## src/inc/aps_pkg.sv

```systemverilog
// Shared constants of the amplifier control and protection sequencer.
// Assumes a single 50 MHz core clock; all times are turned into cycle counts here.
package aps_pkg;

  // Core clock
  localparam int CLK_PERIOD_NS = 20;

  // Control pin timing, in ns as printed
  localparam int MUTE_TIME_NS      = 1000000;    // 1 ms, typical
  localparam int UNMUTE_TIME_NS    = 1250000;    // 1.25 ms, typical
  localparam int READY_DELAY_NS    = 1250000;    // 1.25 ms, least
  localparam int FAULT_DELAY_NS    = 40000000;   // 40 ms, least
  localparam int SHUTDOWN_DELAY_NS = 40000000;   // 40 ms, least
  localparam int STRAP_DELAY_NS    = 10000000;   // 10 ms
  // Protection timing
  localparam int OVERCUR_MUTE_NS   = 300;        // longer than 300 ns
  localparam int OVERLOAD_MUTE_NS  = 1000000000; // 1 s
  localparam int DCOFF_MUTE_NS     = 1000000000; // 1 s

  // Derived cycle counts
  localparam int MUTE_CYCLES      = MUTE_TIME_NS / CLK_PERIOD_NS;
  localparam int UNMUTE_CYCLES    = UNMUTE_TIME_NS / CLK_PERIOD_NS;
  localparam int READY_CYCLES     = (READY_DELAY_NS + CLK_PERIOD_NS - 1) / CLK_PERIOD_NS;
  localparam int FAULT_CYCLES     = (FAULT_DELAY_NS + CLK_PERIOD_NS - 1) / CLK_PERIOD_NS;
  localparam int SHUTDOWN_CYCLES  = (SHUTDOWN_DELAY_NS + CLK_PERIOD_NS - 1) / CLK_PERIOD_NS;
  localparam int STRAP_CYCLES     = (STRAP_DELAY_NS + CLK_PERIOD_NS - 1) / CLK_PERIOD_NS;
  localparam int OVERCUR_CYCLES   = OVERCUR_MUTE_NS / CLK_PERIOD_NS + 1;
  localparam int OVERLOAD_CYCLES  = (OVERLOAD_MUTE_NS + CLK_PERIOD_NS - 1) / CLK_PERIOD_NS;
  localparam int DCOFF_CYCLES     = (DCOFF_MUTE_NS + CLK_PERIOD_NS - 1) / CLK_PERIOD_NS;

  // Overload detection: limited to unlimited ratio in percent
  localparam int OVERLOAD_PERCENT = 12;
  localparam int OVERLOAD_WINDOW  = 128;

  // Mode and address strap coding
  localparam logic [3:0] STRAP_NOT_FITTED = 4'hf;
  localparam logic [3:0] STRAP_MAX_CODE   = 4'hb;
  localparam logic [6:0] TARGET_ADDR_BASE = 7'h50;

  // Output stage sequencing
  typedef enum logic [1:0] {
    ST_HIZ,
    ST_UNMUTING,
    ST_LOZ,
    ST_MUTING
  } aps_out_e;

endpackage

```

## src/hdl/aps_sequencer.sv

```systemverilog
// Control and protection sequencer of a single-channel amplifier module.
// Assumes pins are synchronous to i_core_clk; the analog stage reports events as levels or pulses.
`timescale 1ns/100ps
module aps_sequencer #(
  parameter int unsigned MUTE_CYCLES     = aps_pkg::MUTE_CYCLES,
  parameter int unsigned UNMUTE_CYCLES   = aps_pkg::UNMUTE_CYCLES,
  parameter int unsigned READY_CYCLES    = aps_pkg::READY_CYCLES,
  parameter int unsigned FAULT_CYCLES    = aps_pkg::FAULT_CYCLES,
  parameter int unsigned SHUTDOWN_CYCLES = aps_pkg::SHUTDOWN_CYCLES,
  parameter int unsigned STRAP_CYCLES    = aps_pkg::STRAP_CYCLES,
  parameter int unsigned OVERCUR_CYCLES  = aps_pkg::OVERCUR_CYCLES,
  parameter int unsigned OVERLOAD_CYCLES = aps_pkg::OVERLOAD_CYCLES,
  parameter int unsigned DCOFF_CYCLES    = aps_pkg::DCOFF_CYCLES
) (
  input  wire logic       i_core_clk,
  input  wire logic       i_rst,
  input  wire logic [3:0] i_mode_address_strap,
  input  wire logic       i_supplies_ok,
  input  wire logic       i_switch_cycle,
  input  wire logic       i_overcurrent_guard,
  input  wire logic       i_dc_offset_guard,
  input  wire logic       i_amp_failure,
  input  wire logic       i_bus_mute_request,
  input  wire logic       i_bus_sda_drive_low,
  input  wire logic       i_pin32,
  output logic            o_pin32,
  output logic            o_pin32_oe_n,
  input  wire logic       i_pin35,
  output logic            o_pin35,
  output logic            o_pin35_oe_n,
  input  wire logic       i_pin36,
  output logic            o_pin36,
  output logic            o_pin36_oe_n,
  output logic            o_bus_sda_in,
  output logic            o_bus_scl_in,
  output logic            o_mode_latched,
  output logic            o_bus_control_mode,
  output logic [6:0]      o_target_addr,
  output logic            o_amp_hiz,
  output logic            o_ready,
  output logic            o_fault_flag_n,
  output logic            o_supply_shutdown_request,
  output logic            o_protect_active,
  output logic            o_overload
);

  // Strap code to bus mode flag
  function automatic logic strap_is_bus(input logic [3:0] code);
    strap_is_bus = (code <= aps_pkg::STRAP_MAX_CODE);
  endfunction

  aps_pkg::aps_out_e state_q;
  logic              mode_latched_q;
  logic              bus_mode_q;
  logic [6:0]        addr_q;
  logic              started_q;
  logic              ready_q;
  logic              fault_n_q;
  logic              shutdown_q;
  logic              hiz_q;
  logic              fail_q;
  logic              dc_q;
  logic              overload_event_q;
  logic [7:0]        win_cnt_q;
  logic [7:0]        lim_cnt_q;
  logic [7:0]        unlim_cnt_q;
  logic              mute_req;
  logic              prot_busy;
  logic              overcur_event;
  logic              win_end;
  logic              ratio_hit;
  logic              ready_start;
  logic              strap_busy;
  logic              strap_done;
  logic              ready_busy;
  logic              ready_done;
  logic              mute_done;
  logic              unmute_done;
  logic              fault_done;
  logic              shut_done;
  logic              overcur_busy;
  logic              overload_busy;
  logic              dcoff_busy;
  logic              enter_mute;
  logic              enter_unmute;

  // Power-up strap delay, started once at reset release
  always_ff @(posedge i_core_clk) begin
    if (i_rst) begin
      started_q <= 1'b0;
    end else begin
      started_q <= 1'b1;
    end
  end

  aps_timer #(.COUNT(STRAP_CYCLES)) u_strap_tmr (
    .i_core_clk (i_core_clk),
    .i_rst      (i_rst),
    .i_start    (!started_q),
    .i_clear    (1'b0),
    .o_busy     (strap_busy),
    .o_done     (strap_done)
  );

  // Latch mode and address once, then hold
  always_ff @(posedge i_core_clk) begin
    if (i_rst) begin
      mode_latched_q <= 1'b0;
      bus_mode_q     <= 1'b0;
      addr_q         <= 7'h0;
    end else if (strap_done && !mode_latched_q) begin
      mode_latched_q <= 1'b1;
      bus_mode_q     <= strap_is_bus(i_mode_address_strap);
      addr_q         <= strap_is_bus(i_mode_address_strap) ?
                        aps_pkg::TARGET_ADDR_BASE + {3'h0, i_mode_address_strap} : 7'h0;
    end
  end

  // Readiness delay restarts whenever a supply leaves its window
  assign ready_start = i_supplies_ok && !ready_q && !ready_busy && !ready_done;

  aps_timer #(.COUNT(READY_CYCLES)) u_ready_tmr (
    .i_core_clk (i_core_clk),
    .i_rst      (i_rst),
    .i_start    (ready_start),
    .i_clear    (!i_supplies_ok),
    .o_busy     (ready_busy),
    .o_done     (ready_done)
  );

  always_ff @(posedge i_core_clk) begin
    if (i_rst || !i_supplies_ok) begin
      ready_q <= 1'b0;
    end else if (ready_done) begin
      ready_q <= 1'b1;
    end
  end

  // Mute request source follows the mode
  assign mute_req = bus_mode_q ? i_bus_mute_request : i_pin32;

  // Overload ratio over windows of switching cycles
  assign overcur_event = i_switch_cycle && i_overcurrent_guard;
  assign win_end       = i_switch_cycle && (win_cnt_q == 8'(aps_pkg::OVERLOAD_WINDOW - 1));
  assign ratio_hit     = (16'(lim_cnt_q) + 16'(overcur_event)) * 16'(100) >=
                         (16'(unlim_cnt_q) + 16'(!overcur_event)) * 16'(aps_pkg::OVERLOAD_PERCENT);

  always_ff @(posedge i_core_clk) begin
    if (i_rst) begin
      win_cnt_q   <= 8'h0;
      lim_cnt_q   <= 8'h0;
      unlim_cnt_q <= 8'h0;
      overload_event_q <= 1'b0;
    end else begin
      overload_event_q <= win_end && ratio_hit;
      if (win_end) begin
        win_cnt_q   <= 8'h0;
        lim_cnt_q   <= 8'h0;
        unlim_cnt_q <= 8'h0;
      end else if (i_switch_cycle) begin
        win_cnt_q   <= win_cnt_q + 8'h1;
        lim_cnt_q   <= lim_cnt_q + 8'(overcur_event);
        unlim_cnt_q <= unlim_cnt_q + 8'(!overcur_event);
      end
    end
  end

  // Protection mute cycles
  aps_timer #(.COUNT(OVERCUR_CYCLES)) u_overcur_tmr (
    .i_core_clk (i_core_clk),
    .i_rst      (i_rst),
    .i_start    (overcur_event),
    .i_clear    (1'b0),
    .o_busy     (overcur_busy),
    .o_done     ()
  );

  aps_timer #(.COUNT(OVERLOAD_CYCLES)) u_overload_tmr (
    .i_core_clk (i_core_clk),
    .i_rst      (i_rst),
    .i_start    (overload_event_q),
    .i_clear    (1'b0),
    .o_busy     (overload_busy),
    .o_done     ()
  );

  aps_timer #(.COUNT(DCOFF_CYCLES)) u_dcoff_tmr (
    .i_core_clk (i_core_clk),
    .i_rst      (i_rst),
    .i_start    (i_dc_offset_guard && !dc_q),
    .i_clear    (1'b0),
    .o_busy     (dcoff_busy),
    .o_done     ()
  );

  assign prot_busy = overcur_busy || overload_busy || dcoff_busy;

  // Failure edge detection for the reporting delays
  always_ff @(posedge i_core_clk) begin
    if (i_rst) begin
      fail_q <= 1'b0;
      dc_q   <= 1'b0;
    end else begin
      fail_q <= i_amp_failure;
      dc_q   <= i_dc_offset_guard;
    end
  end

  aps_timer #(.COUNT(FAULT_CYCLES)) u_fault_tmr (
    .i_core_clk (i_core_clk),
    .i_rst      (i_rst),
    .i_start    (i_amp_failure && !fail_q && fault_n_q),
    .i_clear    (1'b0),
    .o_busy     (),
    .o_done     (fault_done)
  );

  aps_timer #(.COUNT(SHUTDOWN_CYCLES)) u_shut_tmr (
    .i_core_clk (i_core_clk),
    .i_rst      (i_rst),
    .i_start    (i_dc_offset_guard && !dc_q && !shutdown_q),
    .i_clear    (1'b0),
    .o_busy     (),
    .o_done     (shut_done)
  );

  // Fault and shutdown flags stay set until reset
  always_ff @(posedge i_core_clk) begin
    if (i_rst) begin
      fault_n_q  <= 1'b1;
      shutdown_q <= 1'b0;
    end else begin
      if (fault_done) begin
        fault_n_q <= 1'b0;
      end
      if (shut_done) begin
        shutdown_q <= 1'b1;
      end
    end
  end

  // Mute and unmute delays
  assign enter_mute   = (state_q == aps_pkg::ST_LOZ) && mute_req;
  assign enter_unmute = (state_q == aps_pkg::ST_HIZ) && !mute_req && ready_q && mode_latched_q;

  aps_timer #(.COUNT(MUTE_CYCLES)) u_mute_tmr (
    .i_core_clk (i_core_clk),
    .i_rst      (i_rst),
    .i_start    (enter_mute),
    .i_clear    (state_q != aps_pkg::ST_MUTING && !enter_mute),
    .o_busy     (),
    .o_done     (mute_done)
  );

  aps_timer #(.COUNT(UNMUTE_CYCLES)) u_unmute_tmr (
    .i_core_clk (i_core_clk),
    .i_rst      (i_rst),
    .i_start    (enter_unmute),
    .i_clear    (state_q != aps_pkg::ST_UNMUTING && !enter_unmute),
    .o_busy     (),
    .o_done     (unmute_done)
  );

  // Output stage sequence driven by the mute request
  always_ff @(posedge i_core_clk) begin
    if (i_rst) begin
      state_q <= aps_pkg::ST_HIZ;
    end else begin
      case (state_q)
        aps_pkg::ST_HIZ: begin
          if (enter_unmute) begin
            state_q <= aps_pkg::ST_UNMUTING;
          end
        end
        aps_pkg::ST_UNMUTING: begin
          if (mute_req || !ready_q) begin
            state_q <= aps_pkg::ST_HIZ;
          end else if (unmute_done) begin
            state_q <= aps_pkg::ST_LOZ;
          end
        end
        aps_pkg::ST_LOZ: begin
          if (!ready_q) begin
            state_q <= aps_pkg::ST_HIZ;
          end else if (mute_req) begin
            state_q <= aps_pkg::ST_MUTING;
          end
        end
        aps_pkg::ST_MUTING: begin
          if (!ready_q || mute_done) begin
            state_q <= aps_pkg::ST_HIZ;
          end else if (!mute_req) begin
            state_q <= aps_pkg::ST_LOZ;
          end
        end
        default: begin
          state_q <= aps_pkg::ST_HIZ;
        end
      endcase
    end
  end

  // Output high impedance unless running, ready and unprotected
  always_ff @(posedge i_core_clk) begin
    if (i_rst) begin
      hiz_q <= 1'b1;
    end else begin
      hiz_q <= !(state_q == aps_pkg::ST_LOZ || state_q == aps_pkg::ST_MUTING) ||
               prot_busy || !ready_q || !i_supplies_ok;
    end
  end

  // Shared pins, released until the mode is latched
  always_ff @(posedge i_core_clk) begin
    if (i_rst || !mode_latched_q) begin
      o_pin32      <= 1'b0;
      o_pin32_oe_n <= 1'b1;
      o_pin35      <= 1'b0;
      o_pin35_oe_n <= 1'b1;
      o_pin36      <= 1'b0;
      o_pin36_oe_n <= 1'b1;
    end else if (bus_mode_q) begin
      o_pin32      <= shutdown_q;
      o_pin32_oe_n <= 1'b0;
      o_pin35      <= 1'b0;
      o_pin35_oe_n <= !i_bus_sda_drive_low;
      o_pin36      <= 1'b0;
      o_pin36_oe_n <= 1'b1;
    end else begin
      o_pin32      <= 1'b0;
      o_pin32_oe_n <= 1'b1;
      o_pin35      <= ready_q;
      o_pin35_oe_n <= 1'b0;
      o_pin36      <= 1'b0;
      o_pin36_oe_n <= fault_n_q;
    end
  end

  // Bus inputs only pass in bus mode
  assign o_bus_sda_in              = bus_mode_q ? i_pin35 : 1'b1;
  assign o_bus_scl_in              = bus_mode_q ? i_pin36 : 1'b1;
  assign o_mode_latched            = mode_latched_q;
  assign o_bus_control_mode        = bus_mode_q;
  assign o_target_addr             = addr_q;
  assign o_amp_hiz                 = hiz_q;
  assign o_ready                   = ready_q;
  assign o_fault_flag_n            = fault_n_q;
  assign o_supply_shutdown_request = shutdown_q;
  assign o_protect_active          = prot_busy;
  assign o_overload                = overload_busy;
endmodule // aps_sequencer

```

## src/hdl/aps_timer.sv

```systemverilog
// One-shot down counter used for every delay of the sequencer.
// Assumes a synchronous active-high reset; a start pulse restarts the count.
`timescale 1ns/100ps
module aps_timer #(
  parameter int unsigned COUNT = 16
) (
  input  wire logic i_core_clk,
  input  wire logic i_rst,
  input  wire logic i_start,
  input  wire logic i_clear,
  output logic      o_busy,
  output logic      o_done
);

  logic [31:0] cnt_q;
  logic        done_q;

  // Count COUNT cycles after a start, restartable
  always_ff @(posedge i_core_clk) begin
    if (i_rst || i_clear) begin
      cnt_q <= 32'h0;
    end else if (i_start) begin
      cnt_q <= 32'(COUNT);
    end else if (cnt_q != 32'h0) begin
      cnt_q <= cnt_q - 32'h1;
    end
  end

  // One-cycle pulse as the count runs out
  always_ff @(posedge i_core_clk) begin
    if (i_rst || i_clear) begin
      done_q <= 1'b0;
    end else begin
      done_q <= !i_start && (cnt_q == 32'h1);
    end
  end

  assign o_busy = (cnt_q != 32'h0);
  assign o_done = done_q;

endmodule // aps_timer

```

## config.mk

```make
export PLATFORM = sky130hd
export DESIGN_NAME = aps_sequencer
export DESIGN_NICKNAME = d
export VERILOG_FILES = /design/src/inc/aps_pkg.sv /design/src/hdl/aps_sequencer.sv /design/src/hdl/aps_timer.sv
export SDC_FILE = /design/constraint.sdc
export NUM_CORES = 1
export LEC_CHECK = 0
export BUFFER_PORTS_ARGS = -buffer_cell sky130_fd_sc_hd__buf_2
export CAP_MARGIN = 20
export CORE_ASPECT_RATIO = 1.5
export CORE_MARGIN = 2
export CORE_UTILIZATION = 40
export CTS_CLUSTER_DIAMETER = 30
export DETAILED_ROUTE_END_ITERATION = 8
export PLACE_DENSITY_LB_ADDON = 0.08
export SETUP_SLACK_MARGIN = 0.05
export SLEW_MARGIN = 25
export SYNTH_ARGS = -nofsm -noshare
export SYNTH_HDL_FRONTEND = slang
export SYNTH_SLANG_ARGS = --single-unit
```

## constraint.sdc

```tcl
create_clock -name i_core_clk -period 6.6 [get_ports i_core_clk]
set_clock_uncertainty 0.05 [all_clocks]
set_input_delay 0.99 -clock i_core_clk [delete_from_list [all_inputs] [get_ports i_core_clk]]
set_output_delay 0.99 -clock i_core_clk [all_outputs]
set_load 0.02 [all_outputs]
```

==> impl_metrics.ini <==
[timing]
fmax_mhz = 197.7
min_period_ns = 5.059
rsz0062_at_grt = false
max-slew-margin-rel_pct = 31.84
worstMarginPinSlew_ns = 1.019
final_max_slew_viol_count = 0
setup_violations = 0
min_period_over_period_pct = 76.65
tns_ns = 0
hold_violations = 0
whs_ns = 0.3547

[clock_network]
clockRootBuffer = clkbuf_16
path_clk_slew_ns = 0.04
holdBufCountCts = 0
cts_buffers = 73
cts_resized = 0
ctsHtreeMaxLevel = 3
cts_tree = yes
cts_buffer_depth = 3
clock_sinks = 339
clock_latency_ns = 0.59
post_cts_buffers = 0

[drt]
via_count = 13760
drc_errors = 0
wirelength_um = 36840
wire_per_inst_um = 13.97
drtIter0Drc = 520
final_antenna_net_count = 0
vias_per_cell = 5.221
drt-pass1-iter-count = 5

[flow_run]
max-cap-violations = 0

[power_and_ir_drop]
combPwrFrac_pct = 30.3
vdd_drop_max_v = 0.0002580
p_leak_nw = 7.940
intPower_mw = 6.245
p_per_area_mw_per_mm2 = 467.1
sw_frac_of_total_pct = 34.16
switchingPower_mw = 3.240
p_clk_share_pct = 42.1
sequentialPowerShare_pct = 27.6

[global_routing]
antenna_found_initial = 0
grt_pass1_wl_um = 62160
grt_max_degree = 59
grt_overflow = 0
first_global_vias = 13460
track_usage_pct = 16.85

[final_layout]
final_cell_mix = dfxtp_1 (339), nor2_1 (314), xnor2_1 (145)
area_growth_pct = 20.33
postLayoutCoreUtil_pct = 48.60
drive_gt1_share_pct = 10.28
num_antenna_cells = 0
mostFrequentLayoutCell = dfxtp_1
fin_nets = 2103

[critical_path]
arrival_ns = 5.46
path_cells = buf_2 > nand2_1 > inv_1 > ha_1 > ha_1 > and3_1 > xnor2_1 > inv_1 > ha_1 > ha_1 > fa_1 > ha_1 > nand3_1 > o211ai_1 > nor2_1 > xnor2_1 > ha_1 > o21ai_0 > nor2_1 > nor3_1 > o2111ai_1 > a21oi_1 > a31oi_1
cp-start-kind = input port
r2r_slack_ns = 1.92
required_ns = 7.00
crit_type = input port to flop
reg2reg_from = lim_cnt_q[0]$_SDFFE_PP0P_
r2r-end = overload_event_q$_SDFF_PP0_
cp_slowest_cell = fa_1
end_kind = flop
reg2reg_depth = 20
crit_top_cell = ha_1
slowest_delay_ns = 0.49
worst-path-max-fanout = 5

[placement]
place.port_buffers = 36
hpwl_um = 25070
gp_congestion = 0.7553

[yosys]
synth_area_leaders = dfxtp_1 (40%), xnor2_1 (7.5%), nor2_1 (7.0%), xor2_1 (6.8%), ha_1 (5.1%)
ys_seq_elements = 339
ys_async_sr_fraction_pct = 0
ys_types = 71
synth.top_cell.area_share_pct = 40.21
synth_warnings = 0
synth_flop_cell = dfxtp_1
synth_edf_count = 0
avgSynthCellArea_um2 = 8.615
yosysTopAreaCell = dfxtp_1
synth.cell_area_mm2 = 0.01688
yosysSeqAreaShare_pct = 40.21
synthCells = 1959

[floorplan]
start_util_pct = 40.39
io_pins = 39
rows = 92
die_w_um = 171.7
die_h_um = 255.6
core_area_mm2 = 0.04179
fp.dieArea_mm2 = 0.04389

[min_path]
hp-class = flop to flop
hold_depth = 1
min-delay-start = u_fault_tmr.o_done$_SDFF_PP0_
min_to = o_fault_flag_n$_SDFFE_PP1P_

[status]
status = finished clean
state kept, by name, summed over array words and instances (netlist names), 2 cells and up:
signal                count
u_dcoff_tmr.cnt_q        32
u_fault_tmr.cnt_q        32
u_mute_tmr.cnt_q         32
u_overcur_tmr.cnt_q      32
u_overload_tmr.cnt_q     32
u_ready_tmr.cnt_q        32
u_shut_tmr.cnt_q         32
u_strap_tmr.cnt_q        32
u_unmute_tmr.cnt_q       32
lim_cnt_q                 8
unlim_cnt_q               8
win_cnt_q                 8
o_target_addr             5
state_q                   2
metrics by stage:
| stage | setup slack [ns] | std cells | power (mW) | instance area (um2) |
|---|---|---|---|---|
| finish | 1.541 | 2636 | 9.486 | 20310 |
| global route | 1.161 | 2636 | 10.10 | 20310 |
| CTS | 1.538 | 2636 | 9.596 | 20290 |
| detailed placement | 0.9300 | 2502 | 5.518 | 17560 |
| global placement | 1.077 | 2502 | 5.496 | 17550 |
| floorplan | 1.542 | 1960 | 4.934 | 16880 |
cell families after synthesis:
logic type	share of synthesized area, %
buf+inv	2.624
other cells	0.02222
flops	40.21
xor+xnor	14.32
simple gates	28.22
compound gates	8.273
fa+ha+maj	5.768
mux	0.5560
layer usage:
metal	routed length, um	track usage [%]	up-vias
li1	-	-	7072
met3	1128	3.000	70
met5	0	0	-
met1	15980	19.09	6472
met2	18670	30.40	148
met4	1058	7.392	0
cell usage after synthesis (45+ instances only):
cell	n
a21oi_1	104
nand4_1	45
xnor2_1	145
nand2_1	87
nor4_1	76
ha_1	69
dfxtp_1	339
nor3_1	110
nand3_1	47
clkbuf_1	57
or3_1	54
inv_1	47
xor2_1	131
nor2_1	314
worst max path at each step:
stage / depth (start not counted) / to / slack (ns) / start
final: 23 / overload_event_q$_SDFF_PP0_ / 1.54 / i_switch_cycle
after global routing: 23 / overload_event_q$_SDFF_PP0_ / 1.16 / i_switch_cycle
after CTS: 23 / overload_event_q$_SDFF_PP0_ / 1.54 / i_switch_cycle
after detailed placement: 23 / overload_event_q$_SDFF_PP0_ / 0.93 / i_switch_cycle
after global placement: 22 / overload_event_q$_SDFF_PP0_ / 1.08 / i_switch_cycle
after floorplan: 21 / overload_event_q$_SDFF_PP0_ / 1.54 / i_overcurrent_guard
worst max-delay path: cells and delay by family:
kind	cells	cell delay, ns
buffers and inverters	3	0.32
adder cells (fa/ha/maj)	7	2.15
AND/OR/NAND/NOR	6	0.86
AO/OA/AOI/OAI	5	0.73
XOR/XNOR	2	0.40
final cells by class:
cell class	count	area, um2
Clock buffer	82	1911
Clock inverter	52	815.8
Fill cell	4028	21480
Inverter	48	180.2
Multi-Input combinational cell	1509	9684
Sequential cell	339	6787
Tap cell	564	705.7
Timing Repair Buffer	42	225.2
power groups by stage:
stage                     combinational (mW)  sequential, mW  clock, mW
after global placement                  2.85            2.65          0
after floorplan                         2.34            2.59          0
after CTS                               2.88            2.62       4.09
after global routing                    3.25            2.66       4.19
final                                   2.87            2.62       3.99
after detailed placement                2.86            2.66          0
No activity file was read; power rests on OpenSTA's default activity.
